[src/pkg/pvi_pkg.sv]
// Constants, indices and vector layout of the prioritized vector interrupt unit.
// Assumes one 200 MHz clock, CPU core and memory outside on plain ports.

package pvi_pkg;

    // ------------------------------------------------------------
    // Source indices
    // ------------------------------------------------------------
    localparam int N_SRC        = 16;
    localparam int N_MASK       = 15;
    localparam int N_EDGE       = 6;
    localparam int SRC_PIN_A    = 0;
    localparam int SRC_PIN_B    = 1;
    localparam int SRC_PIN_C    = 2;
    localparam int SRC_SERIAL   = 3;
    localparam int SRC_TIMER_A  = 4;
    localparam int SRC_TIMER8_0 = 5;
    localparam int SRC_CNTR_A   = 11;
    localparam int SRC_CNTR_B   = 12;
    localparam int SRC_KEY      = 13;
    localparam int SRC_ADC      = 14;
    localparam int SRC_BREAK    = 15;

    // ------------------------------------------------------------
    // Vector table
    // ------------------------------------------------------------
    localparam logic [15:0] VEC_RESET_LO = 16'hFFFC;
    localparam logic [15:0] VEC_FIRST_LO = 16'hFFFA;
    localparam logic [15:0] VEC_STEP     = 16'h0002;

    // ------------------------------------------------------------
    // Status byte and stack
    // ------------------------------------------------------------
    localparam int          PS_BIT_I      = 2;
    localparam int          PS_BIT_B      = 4;
    localparam logic [7:0]  STACK_PAGE_0  = 8'h00;
    localparam logic [7:0]  STACK_PAGE_1  = 8'h01;

    // ------------------------------------------------------------
    // Reset values
    // ------------------------------------------------------------
    localparam logic [14:0] RST_ENABLE = 15'h0000;
    localparam logic [14:0] RST_REQ    = 15'h0000;
    localparam logic        RST_I_FLAG = 1'b1;

    typedef enum logic [3:0] {
        ST_RESET,
        ST_IDLE,
        ST_PUSH_PCH,
        ST_PUSH_PCL,
        ST_PUSH_PS,
        ST_VEC_LO,
        ST_VEC_HI,
        ST_VEC_DATA
    } pvi_state_e;

endpackage : pvi_pkg

[src/rtl/pvi_unit.sv]
// Prioritized vector interrupt unit: request latches, masking, priority,
// acceptance sequence with stack pushes and vector fetch.
// Assumes memory answers a read one cycle after mem_rd and takes writes at once.
`timescale 1ns/1ps

module pvi_unit (
    // Clock and reset
    input  wire logic                core_clk,
    input  wire logic                rst,
    // External pin sources
    input  wire logic                ext_pin_irq_a,
    input  wire logic                ext_pin_irq_b,
    input  wire logic                ext_pin_irq_c,
    input  wire logic                counter_pin_a,
    input  wire logic                counter_pin_b,
    input  wire logic [4:0]          edge_fall_sel,
    input  wire logic [7:0]          keypad_port,
    input  wire logic [7:0]          keypad_dir,
    // Internal peripheral sources
    input  wire logic                serial_done,
    input  wire logic                serial_sel,
    input  wire logic                timer_a_uflow,
    input  wire logic [5:0]          timer8_uflow,
    input  wire logic                adc_done,
    input  wire logic                adc_sel,
    input  wire logic                software_break,
    // Software access to enables and requests
    input  wire logic                enable_wr,
    input  wire logic [14:0]         enable_wdata,
    input  wire logic                req_wr,
    input  wire logic [14:0]         req_wdata,
    input  wire logic                i_flag_set,
    input  wire logic                i_flag_clr,
    // CPU core state
    input  wire logic                instr_boundary,
    input  wire logic [15:0]         pc_in,
    input  wire logic [7:0]          sp_in,
    input  wire logic [7:0]          ps_in,
    input  wire logic                stack_page,
    // Memory port
    input  wire logic [7:0]          mem_rdata,
    output logic [15:0]              mem_addr,
    output logic [7:0]               mem_wdata,
    output logic                     mem_wr,
    output logic                     mem_rd,
    // CPU core control
    output logic                     halt,
    output logic [15:0]              pc_out,
    output logic                     pc_load,
    output logic [7:0]               sp_out,
    output logic                     sp_load,
    output logic                     i_flag,
    output logic [3:0]               grant_src,
    // Status
    output logic [14:0]              req_status,
    output logic [14:0]              enable_status
);

    import pvi_pkg::*;

    // ------------------------------------------------------------
    // Edge sources
    // ------------------------------------------------------------
    logic [N_EDGE-1:0] edge_level;
    logic [N_EDGE-1:0] edge_sel;
    logic [N_EDGE-1:0] edge_hit;
    logic              key_and;

    // Pins set as outputs count as high in the key AND
    assign key_and    = &(keypad_port | keypad_dir);
    assign edge_level = {key_and, counter_pin_b, counter_pin_a,
                         ext_pin_irq_c, ext_pin_irq_b, ext_pin_irq_a};
    assign edge_sel   = {1'b1, edge_fall_sel};

    genvar gi;
    generate
        for (gi = 0; gi < N_EDGE; gi++) begin : g_edge
            pvi_edge_det u_edge (
                .core_clk (core_clk),
                .rst      (rst),
                .level    (edge_level[gi]),
                .fall_sel (edge_sel[gi]),
                .edge_hit (edge_hit[gi])
            );
        end
    endgenerate

    // ------------------------------------------------------------
    // Request set events
    // ------------------------------------------------------------
    logic [N_MASK-1:0] req_set;
    logic [N_MASK-1:0] req_clr;
    logic [N_MASK-1:0] req;
    logic [N_MASK-1:0] enable;
    logic              break_pend;

    always_comb begin
        req_set                                  = '0;
        req_set[SRC_PIN_A]                       = edge_hit[0];
        req_set[SRC_PIN_B]                       = edge_hit[1];
        req_set[SRC_PIN_C]                       = edge_hit[2];
        req_set[SRC_SERIAL]                      = serial_done & serial_sel;
        req_set[SRC_TIMER_A]                     = timer_a_uflow;
        req_set[SRC_TIMER8_0 +: 6]               = timer8_uflow;
        req_set[SRC_CNTR_A]                      = edge_hit[3];
        req_set[SRC_CNTR_B]                      = edge_hit[4];
        req_set[SRC_KEY]                         = edge_hit[5];
        req_set[SRC_ADC]                         = adc_done & adc_sel;
    end

    // ------------------------------------------------------------
    // Sequencer state
    // ------------------------------------------------------------
    pvi_state_e  state;
    logic [3:0]  src;
    logic        src_is_break;
    logic        is_reset_seq;
    logic [15:0] pc_stash;
    logic [7:0]  sp_cnt;
    logic [15:0] vec_lo;
    logic [7:0]  pc_lo;
    logic        accept_now;

    // Acceptance effects land while the status byte is on the bus
    assign accept_now = (state == ST_PUSH_PS);

    // ------------------------------------------------------------
    // Request latches
    // ------------------------------------------------------------
    always_comb begin
        req_clr = '0;
        if (req_wr) begin
            req_clr = ~req_wdata;
        end
        if (accept_now && !src_is_break) begin
            req_clr[src] = 1'b1;
        end
    end

    // Set wins over clear in the same cycle
    always_ff @(posedge core_clk or posedge rst) begin
        if (rst) begin
            req <= RST_REQ;
        end else begin
            req <= (req & ~req_clr) | req_set;
        end
    end

    always_ff @(posedge core_clk or posedge rst) begin
        if (rst) begin
            break_pend <= 1'b0;
        end else if (software_break) begin
            break_pend <= 1'b1;
        end else if (accept_now && src_is_break) begin
            break_pend <= 1'b0;
        end
    end

    // ------------------------------------------------------------
    // Enable bits
    // ------------------------------------------------------------
    always_ff @(posedge core_clk or posedge rst) begin
        if (rst) begin
            enable <= RST_ENABLE;
        end else if (enable_wr) begin
            enable <= enable_wdata;
        end
    end

    // ------------------------------------------------------------
    // Global mask flag
    // ------------------------------------------------------------
    always_ff @(posedge core_clk or posedge rst) begin
        if (rst) begin
            i_flag <= RST_I_FLAG;
        end else if (accept_now || i_flag_set) begin
            i_flag <= 1'b1;
        end else if (i_flag_clr) begin
            i_flag <= 1'b0;
        end
    end

    // ------------------------------------------------------------
    // Priority resolution
    // ------------------------------------------------------------
    logic [N_SRC-1:0] cand;
    logic             win_any;
    logic [3:0]       win_idx;

    always_comb begin
        cand          = '0;
        cand[N_MASK-1:0] = req & enable & {N_MASK{~i_flag}};
        cand[SRC_BREAK]  = break_pend;
        win_any       = 1'b0;
        win_idx       = 4'h0;
        for (int i = N_SRC - 1; i >= 0; i--) begin
            if (cand[i]) begin
                win_any = 1'b1;
                win_idx = 4'(i);
            end
        end
    end

    // ------------------------------------------------------------
    // Winner vector and grant
    // ------------------------------------------------------------
    logic [15:0] win_vec;
    logic        grant_now;

    // Each step down in priority sits one vector pair lower
    always_comb begin
        win_vec = VEC_FIRST_LO - VEC_STEP * 16'(win_idx);
    end

    assign grant_now = instr_boundary & win_any & (state == ST_IDLE);

    // ------------------------------------------------------------
    // Acceptance sequence
    // ------------------------------------------------------------
    logic [7:0] stack_hi;
    logic [7:0] ps_push;

    assign stack_hi = stack_page ? STACK_PAGE_1 : STACK_PAGE_0;

    always_comb begin
        ps_push           = ps_in;
        ps_push[PS_BIT_I] = i_flag;
        ps_push[PS_BIT_B] = src_is_break;
    end

    always_ff @(posedge core_clk or posedge rst) begin
        if (rst) begin
            state        <= ST_RESET;
            src          <= 4'h0;
            src_is_break <= 1'b0;
            is_reset_seq <= 1'b1;
            pc_stash     <= 16'h0000;
            sp_cnt       <= 8'h00;
            vec_lo       <= 16'h0000;
            pc_lo        <= 8'h00;
            mem_addr     <= 16'h0000;
            mem_wdata    <= 8'h00;
            mem_wr       <= 1'b0;
            mem_rd       <= 1'b0;
            halt         <= 1'b1;
            pc_out       <= 16'h0000;
            pc_load      <= 1'b0;
            sp_out       <= 8'h00;
            sp_load      <= 1'b0;
            grant_src    <= 4'h0;
        end else begin
            pc_load <= 1'b0;
            sp_load <= 1'b0;
            case (state)
                ST_RESET: begin
                    state        <= ST_VEC_LO;
                    is_reset_seq <= 1'b1;
                    vec_lo       <= VEC_RESET_LO;
                    mem_addr     <= VEC_RESET_LO;
                    mem_rd       <= 1'b1;
                    halt         <= 1'b1;
                end
                ST_IDLE: begin
                    if (grant_now) begin
                        state        <= ST_PUSH_PCH;
                        halt         <= 1'b1;
                        src          <= win_idx;
                        grant_src    <= win_idx;
                        src_is_break <= (win_idx == 4'(SRC_BREAK));
                        is_reset_seq <= 1'b0;
                        vec_lo       <= win_vec;
                        pc_stash     <= pc_in;
                        mem_addr     <= {stack_hi, sp_in};
                        mem_wdata    <= pc_in[15:8];
                        mem_wr       <= 1'b1;
                        sp_cnt       <= sp_in - 8'h01;
                    end
                end
                ST_PUSH_PCH: begin
                    state     <= ST_PUSH_PCL;
                    mem_addr  <= {stack_hi, sp_cnt};
                    mem_wdata <= pc_stash[7:0];
                    sp_cnt    <= sp_cnt - 8'h01;
                end
                ST_PUSH_PCL: begin
                    state     <= ST_PUSH_PS;
                    mem_addr  <= {stack_hi, sp_cnt};
                    mem_wdata <= ps_push;
                    sp_cnt    <= sp_cnt - 8'h01;
                end
                ST_PUSH_PS: begin
                    state    <= ST_VEC_LO;
                    mem_wr   <= 1'b0;
                    mem_addr <= vec_lo;
                    mem_rd   <= 1'b1;
                end
                ST_VEC_LO: begin
                    state    <= ST_VEC_HI;
                    mem_addr <= vec_lo + 16'h0001;
                    mem_rd   <= 1'b1;
                end
                ST_VEC_HI: begin
                    state  <= ST_VEC_DATA;
                    pc_lo  <= mem_rdata;
                    mem_rd <= 1'b0;
                end
                ST_VEC_DATA: begin
                    state   <= ST_IDLE;
                    pc_out  <= {mem_rdata, pc_lo};
                    pc_load <= 1'b1;
                    sp_out  <= sp_cnt;
                    sp_load <= ~is_reset_seq;
                    halt    <= 1'b0;
                end
                default: begin
                    state  <= ST_IDLE;
                    mem_wr <= 1'b0;
                    mem_rd <= 1'b0;
                    halt   <= 1'b0;
                end
            endcase
        end
    end

    // ------------------------------------------------------------
    // Status outputs
    // ------------------------------------------------------------
    always_ff @(posedge core_clk or posedge rst) begin
        if (rst) begin
            req_status <= RST_REQ;
        end else begin
            req_status <= req;
        end
    end

    always_ff @(posedge core_clk or posedge rst) begin
        if (rst) begin
            enable_status <= RST_ENABLE;
        end else begin
            enable_status <= enable;
        end
    end

endmodule : pvi_unit

[src/rtl/pvi_edge_det.sv]
// Edge detector with selectable active edge for one request source.
// Assumes the input is synchronous to core_clk.
`timescale 1ns/1ps

module pvi_edge_det (
    // Clock and reset
    input  wire logic core_clk,
    input  wire logic rst,
    // Source
    input  wire logic level,
    input  wire logic fall_sel,
    // Event
    output logic      edge_hit
);

    logic adj;
    logic prev;
    logic primed;

    // Flipping the edge select flips adj and may itself look like an edge
    assign adj      = level ^ fall_sel;
    assign edge_hit = primed & adj & ~prev;

    always_ff @(posedge core_clk or posedge rst) begin
        if (rst) begin
            prev   <= 1'b0;
            primed <= 1'b0;
        end else begin
            prev   <= adj;
            primed <= 1'b1;
        end
    end

endmodule : pvi_edge_det

[config.mk]
export PLATFORM = sky130hd
export DESIGN_NAME = pvi_unit
export DESIGN_NICKNAME = d
export VERILOG_FILES = /design/src/pkg/pvi_pkg.sv /design/src/rtl/pvi_unit.sv /design/src/rtl/pvi_edge_det.sv
export SDC_FILE = /design/constraint.sdc
export NUM_CORES = 1
export LEC_CHECK = 0
export ABC_CLOCK_PERIOD_IN_PS = 4670
export BUFFER_PORTS_ARGS = -buffer_cell sky130_fd_sc_hd__buf_2
export CAP_MARGIN = 40
export CORE_MARGIN = 2
export CORE_UTILIZATION = 47
export CTS_CLUSTER_DIAMETER = 50
export DETAILED_ROUTE_END_ITERATION = 12
export GPL_ROUTABILITY_DRIVEN = 1
export HOLD_SLACK_MARGIN = 0.15
export PLACE_DENSITY = 0.89
export SYNTH_ARGS = -nofsm -noshare
export SYNTH_HDL_FRONTEND = slang
export SYNTH_SLANG_ARGS = --single-unit
[constraint.sdc]
create_clock -name core_clk -period 4.67 [get_ports core_clk]
set_clock_uncertainty 0.15 [all_clocks]
set_input_delay 0.2335 -clock core_clk [delete_from_list [all_inputs] [get_ports core_clk]]
set_output_delay 0.2335 -clock core_clk [all_outputs]
set_load 0.01 [all_outputs]
; ---- Word level (Yosys, flattened, before mapping)
; Index checks and enable logic that the tools add are counted.
[word_totals]
word_cells = 170
ff_bits = 172
[classes]
magnitude_cmp = 2
bitwise = 40
n_reduce_logical = 26
n_eq_ne = 9
n_mux = 59
n_addsub = 4
[op_table]
columns = operator, n
row1 = 16-bit case mux with 5 select lines, 1
row2 = 4-bit two-way mux, 17
row3 = 15-bit bitwise AND, 3
row4 = 16-bit two-way mux, 2
row5 = 16-bit case mux with 2 select lines, 1
row6 = 15-bit two-way mux, 2
row7 = 15-bit inverter, 2
row8 = 15-bit OR, 2
row9 = 1-bit two-way mux, 26
row10 = 4-bit case mux with 6 select lines, 1
row11 = 8-bit case mux with 3 select lines, 1
row12 = 16-bit by 1-bit adder with 16-bit output (second input constant), 1
row13 = 1-bit bitwise AND, 16
row14 = 4-bit by 3-bit equality test with 1-bit output (second input constant), 4
row15 = 8-bit two-way mux, 2
row16 = 8-bit case mux with 2 select lines, 1
row17 = 8-bit by 1-bit subtractor with 8-bit output (second input constant), 2
row18 = 2-bit AND reduction, 7
row19 = 1-bit inverter, 11
row20 = 4-bit by 2-bit equality test with 1-bit output (second input constant), 2
row21 = 8-bit OR, 1
row22 = 8-bit AND reduction, 1
row23 = 2-bit nonzero test, 4
row24 = 4-bit by 6-bit subtractor with 7-bit output (first input constant), 1
row25 = other kinds (20), 29

; ---- Longest topological paths before layout
[depth]
word_depth = 21
depth_mapped = 9
depth_no_buf = 8

; ---- Modules after synthesis
; From an unflattened synthesis, not the netlist that was laid out.
[unflattened]
cells_unflattened = 586
area_unflattened_um2 = 7133.1
[by_module_without_submodules]
columns = mod, area_each_um2, seq_area_each_um2, cells_per_inst, n_inst
row1 = pvi_unit, 6682.7, 3707.3, 550, 1
row2 = pvi_edge_det, 75.1, 50.0, 6, 6

; ---- Worst setup path before layout
; OpenSTA, ideal clock, no wires.
[synth_timing]
path_kind = reg-to-reg
startpoint = register state[2]
endpoint = register sp_cnt[4]
synth_period_minus_slack_ns = 2.366
path_stages_with_launch = 10
setup_time_ns = 0.087
arrival_ns = 2.129
path_slack_ns = 2.304
n_path_buf = 2
path_cell_list = dfrtp_1 nand2b_1 clkbuf_1 clkbuf_1 nor2_1 a21oi_1 ha_1 a21boi_0 nor3_1 a211oi_2
[synth_between]
elab_chain_len = 4
[synth_rtl]
columns = item, line_no
row1 = "start, declared", pvi_unit.sv:114  ; pvi_state_e state;
row2 = "start signal, assigned", pvi_unit.sv:233  ; state <= ST_RESET;
row3 = "start signal, assigned", pvi_unit.sv:256  ; state <= ST_VEC_LO;
row4 = "start signal, assigned", pvi_unit.sv:265  ; state <= ST_PUSH_PCH;
row5 = 4-bit by 1-bit equality test with 1-bit output / 4-bit by 2-bit equality test with 1-bit output (equally long branches), "pvi_unit.sv:215, pvi_unit.sv:254"
row6 = 1-bit bitwise AND / 2-bit OR reduction (equally long branches), --
row7 = 2-bit inequality test (no source line) / 2-bit nonzero test (equally long branches), --
row8 = 2-bit AND reduction (no source line), --
row9 = "end signal, assigned", pvi_unit.sv:276  ; sp_cnt <= sp_in - 8'h01;
row10 = "end signal, assigned", pvi_unit.sv:283  ; sp_cnt <= sp_cnt - 8'h01;
row11 = "end signal, assigned", pvi_unit.sv:289  ; sp_cnt <= sp_cnt - 8'h01;
row12 = "end, declared", pvi_unit.sv:119  ; logic [7:0] sp_cnt;
; Parallel ways exist; a longest one is shown, timed or not.
; A chain may end at the register's enable or synchronous reset.

; ---- Final worst setup path
[layout_timing]
startpoint = register i_flag
endpoint = register sp_cnt[6]
[layout_between]
elab_chain_len = 21
[layout_rtl]
columns = item, line_no
row1 = "start, declared", pvi_unit.sv:52  ; output logic i_flag,
row2 = "start signal, assigned", pvi_unit.sv:175  ; i_flag <= RST_I_FLAG;
row3 = "start signal, assigned", pvi_unit.sv:177  ; i_flag <= 1'b1;
row4 = "start signal, assigned", pvi_unit.sv:179  ; i_flag <= 1'b0;
row5 = 1-bit inverter (*), pvi_unit.sv:192  ; cand[N_MASK-1:0] = req & enable & {N_MASK{~i_flag}};
row6 = 15-bit bitwise AND (*), pvi_unit.sv:192
row7 = 1-bit two-way mux (14 in series), pvi_unit.sv:197  ; if (cand[i]) begin
row8 = 1-bit two-way mux (*), pvi_unit.sv:197
row9 = 1-bit bitwise AND (*) (2 in series), pvi_unit.sv:215  ; assign grant_now = instr_boundary & win_any & (state == ST_IDLE);
row10 = 2-bit inequality test (no source line) (*), --
row11 = 2-bit AND reduction (no source line) (*), --
; Mark *: on every way between the ends. The rest lies on a longest branch, timed or not.

==> results.txt <==
The critical path goes through nand3b_1 > o211ai_2 > o311ai_4 > and2_1 > o221ai_1. The async set or reset register ratio after synthesis is 100%. The DRC violations left is 0.

For this run, the detailed router's first-pass iteration total came to 7. The initial antenna violation count is 1. The total count of max-transition violations in the final report came out at 0. The pin count of the biggest net entering global routing came out at 94.

The number of instances in the synthesized netlist came out at around 600. The net switching power of the design is approximately 1.9 mW. The max-capacitance violation count is 0.

Measured along the x axis, the die boundary spans between 100 and 150 microns. The dominant register cell in the synthesized netlist is sky130_fd_sc_hd__dfrtp_1. The count of buffers inserted at the top-level ports came out at roughly 200. The proportion of power drawn by flip-flops and latches came out at between 40% and 50%.

The delay of the slowest cell on the worst path is about 790 ps. The initial utilization of the core area, before any placement, comes to a little under half. The number of I/O pins is 204. Yosys mapped the design onto between 70 and 80 distinct sky130hd cell types. Dividing the final minimum period by the clock period gives 62.9%. Counting flops and latches in the post-synthesis netlist gives between 150 and 200. A synthesized cell averages between 10 and 15 sq um. The TritonCTS clock tree is done. The min-delay analysis places its worst path in the category in -> async. In this run the vertical extent of the chip is ~120 microns. For the final routed database, the setup TNS stands at 0 ps. The combined area of all synthesized cells is 6820 sq um. Among all cell types in the netlist, the one instantiated most often is sky130_fd_sc_hd__dfrtp_1. The total number of yosys warnings came out at 0. The sum of overflow across all layers after global routing came out at 0.

The power density over cell area is 566 nW/um^2. For this block, the via count after detailed routing is roughly 5,900. The total routed wirelength came out at 19,100 microns. The internal portion of total power came out at 3.52 mW. The count of endpoints failing hold in the final timing report is 0.

The setup slack after layout is 1730 ps. The adder-cell share of the synthesized area came out at less than 1%. Setup repair after global routing left no endpoint under its margin. The number of rows in the core area is 44. In this run the standard cell core region covers ~14,000 sq um.

The routability congestion estimate from global placement came out at about 0.85. The vias per cell came out at between 5 and 6. The complex-gate fraction of the synthesized area came out at between 10% and 20%. The number of endpoints failing setup at the final stage is 0. Combinational logic is responsible for 34.7% of the overall power. The placed instances occupy a cell area of 7990 sq um. After synthesis, the largest family of logic cells by area is compound AO/OA/AOI/OAI gates. The headroom to the max-slew limit is between 40% and 50%. The final-stage net count is approximately 1,000. The die covers ~15,000 sq um. The post-place setup slack came out at about 1800 ps. From synthesis to final layout, the design area changed by 40.0%.

The endpoint required time on the critical path came out at 4790 ps. Sorting the synthesized cells by how often they occur yields sky130_fd_sc_hd__dfrtp_1, sky130_fd_sc_hd__mux2_2, sky130_fd_sc_hd__nand2_1. For the pin with the worst max-slew slack, the measured transition is slightly above 800 ps.

The tree is rooted in a sky130_fd_sc_hd__clkbuf_16. The summed area of non-filler cells in the final layout is around 9500 sq um. The TritonCTS buffer count came out at 17. The number of gates resized after cts came out at 0. The fraction of final layout cells with drive strength greater than 1 is between 30% and 40%. The total half-perimeter wirelength after legalization and detailed placement came out at ~12,000 microns.

The clock period minus final worst setup slack came out at 2940 ps. The proportion of netlist area held by the largest area contributor is approximately 56%. Once layout is complete, the utilization of the core stands at about two thirds. The portion of total power attributed to the clock network is between 20 and 25%.

The wire length per cell came out at 17.8 microns. At the worst endpoint, the arrival time is between 3000 and 4000 ps. Clock-pin slew was measured on the worst setup and hold paths at approximately 60 ps. The post-synthesis simple-gate area fraction came out at 11.5%.

The depth of the CTS H-tree is 4. STA classifies the critical path startpoint as a register. The fraction of power spent switching nets is around a third.

The insertion delay to the later sink of the worst-skew pair came out at approximately 420 ps. The number of nets in the synthesized netlist came out at between 700 and 800. The cell with the largest stage delay on the worst path is sky130_fd_sc_hd__dfstp_2. The classification of the worst setup path is reg -> reg. The highest fanout seen on the critical path came out at 20. Yosys attributes the largest share of cell area to sky130_fd_sc_hd__dfrtp_1, sky130_fd_sc_hd__mux2_2, sky130_fd_sc_hd__o21ai_0. The run finished with clean final reports.

The count of filler cells inserted in the layout came out at 1,069. The violation count after the first detailed-route iteration is 395. The proportion of synthesized area in mux cells is between 10% and 20%. The largest vdd supply drop came out at 0.258 mV.

The post-route antenna net violation count is 0. No sink is reached through more buffers than the 2 on the longest clock path. The sequential element share of the synthesized area is between 50 and 60%.

Yosys mapped a number of flops with a built-in enable equal to 0. The total global-route track usage came out at 25.4%. Summed over all instances, the cell type with the most area after synthesis is sky130_fd_sc_hd__dfrtp_1. Summing the areas of all xor and xnor instances in the mapped netlist gives 0.771% of the synthesized area. The TritonCTS sink count came out at 155.

STA classifies the critical path endpoint as a register. The timing-limited maximum frequency is around 340 MHz. The leakage power total is around 4.3 nW.

The first global-routing pass estimated 31,000 microns of wire. The number of global-route vias before repair is between 6,000 and 7,000.
-- cell type report --
class | instances | area (sq um) | area share [%]
clock inverters | 10 | 116 | 1.22
inverters | 13 | 53.8 | 0.564
multi-input cells | 382 | 2720 | 28.5
flip-flops and latches | 155 | 3880 | 40.7
clock buffers | 22 | 464 | 4.86
repair buffers | 305 | 2070 | 21.7
diodes | 1 | 2.50 | 0.0262
well taps | 184 | 230 | 2.41
-- final timing paths --
check                           startpoint                end  slack (ps)  depth (start not counted)
worst max-delay path                i_flag          sp_cnt[6]        1730                          5
worst min-delay path                   rst  enable_status[14]         170                          3
worst max register to register      i_flag          sp_cnt[6]        1730                          5
worst min register to register  enable[10]  enable_status[10]         260                          0
max in group asynchronous              rst             i_flag        3430                          4
min in group core_clk            enable_wr         enable[10]         220                          2
-- cells by family (layout without fill, tap and decap cells) --
| family | after synthesis | count (layout) |
|---|---|---|
| AO/OA/AOI/OAI | 148 | 148 |
| XOR/XNOR | 6 | 6 |
| adder cells (fa/ha/maj) | 2 | 2 |
| buffers and inverters | 46 | 350 |
| flip-flops | 155 | 155 |
| multiplexers | 71 | 71 |
| other | 1 | 2 |
| AND/OR/NAND/NOR | 154 | 154 |
-- placed cells by master (no fill, tap or decap), types with 8 or more instances in the layout --
cell / count
sky130_fd_sc_hd__nand3b_1: 8
sky130_fd_sc_hd__mux2i_1: 15
sky130_fd_sc_hd__nand2_1: 34
sky130_fd_sc_hd__buf_2: 201
sky130_fd_sc_hd__inv_1: 12
sky130_fd_sc_hd__clkbuf_16: 17
sky130_fd_sc_hd__nand3_1: 15
sky130_fd_sc_hd__dlygate4sd3_1: 97
sky130_fd_sc_hd__o21ai_0: 33
sky130_fd_sc_hd__nor2_1: 31
sky130_fd_sc_hd__a21oi_1: 32
sky130_fd_sc_hd__nor3_1: 14
sky130_fd_sc_hd__dfrtp_1: 152
sky130_fd_sc_hd__o21ai_1: 8
sky130_fd_sc_hd__o22ai_1: 13
sky130_fd_sc_hd__and2_1: 9
sky130_fd_sc_hd__mux2_2: 54
sky130_fd_sc_hd__or2_2: 12
-- flip-flops by register name, summed over array words and instances (netlist names), 3 cells and up --
signal	cells
vec_lo	6
pc_stash	8
req	15
pc_lo	8
state	3
enable	15
g_edge.u_edge.prev	6
sp_cnt	8
mem_wdata	8
src	4
pc_out	16
req_status	15
sp_out	8
mem_addr	10
enable_status	15
-- repair_timing --
| action | in CTS | in global routing |
|---|---|---|
| hold endpoints to repair | 233 | 0 |
| setup buffers | 0 | 0 |
| hold buffers | 97 | 0 |
-- metrics by stage --
stage	power (mW)	instances	hold WS (ps)
after floorplan	3.34	583	176
after detailed placement	3.96	941	59.6
after global routing	5.73	1072	203
after CTS	5.41	1070	151
final	5.40	1072	169
after global placement	3.84	938	237
-- routing by layer --
| metal | vias to the layer above | part of all wire, % | global-route usage [%] |
|---|---|---|---|
| li1 | 2701 | - | - |
| met1 | 2833 | 39 | 29.7 |
| met2 | 269 | 51 | 44.2 |
| met3 | 52 | 6.4 | 5.71 |
| met4 | 0 | 3.6 | 12.0 |
| met5 | - | 0 | 0 |
-- power by group through the flow --
stage | logic [mW] | registers (mW) | clock network, mW
after CTS | 1.86 | 2.18 | 1.37
after global placement | 1.68 | 2.17 | 0
after detailed placement | 1.76 | 2.20 | 0
after global routing | 2.05 | 2.25 | 1.43
after floorplan | 1.18 | 2.15 | 0
final | 1.88 | 2.18 | 1.35
-- worst max-delay path: cells and delay by family (launching register included) --
kind	cells	cell delay (ps)
AO/OA/AOI/OAI	3	1170
flip-flops	1	790
AND/OR/NAND/NOR	2	680
Note: power is estimated with default switching activity, not from simulation.
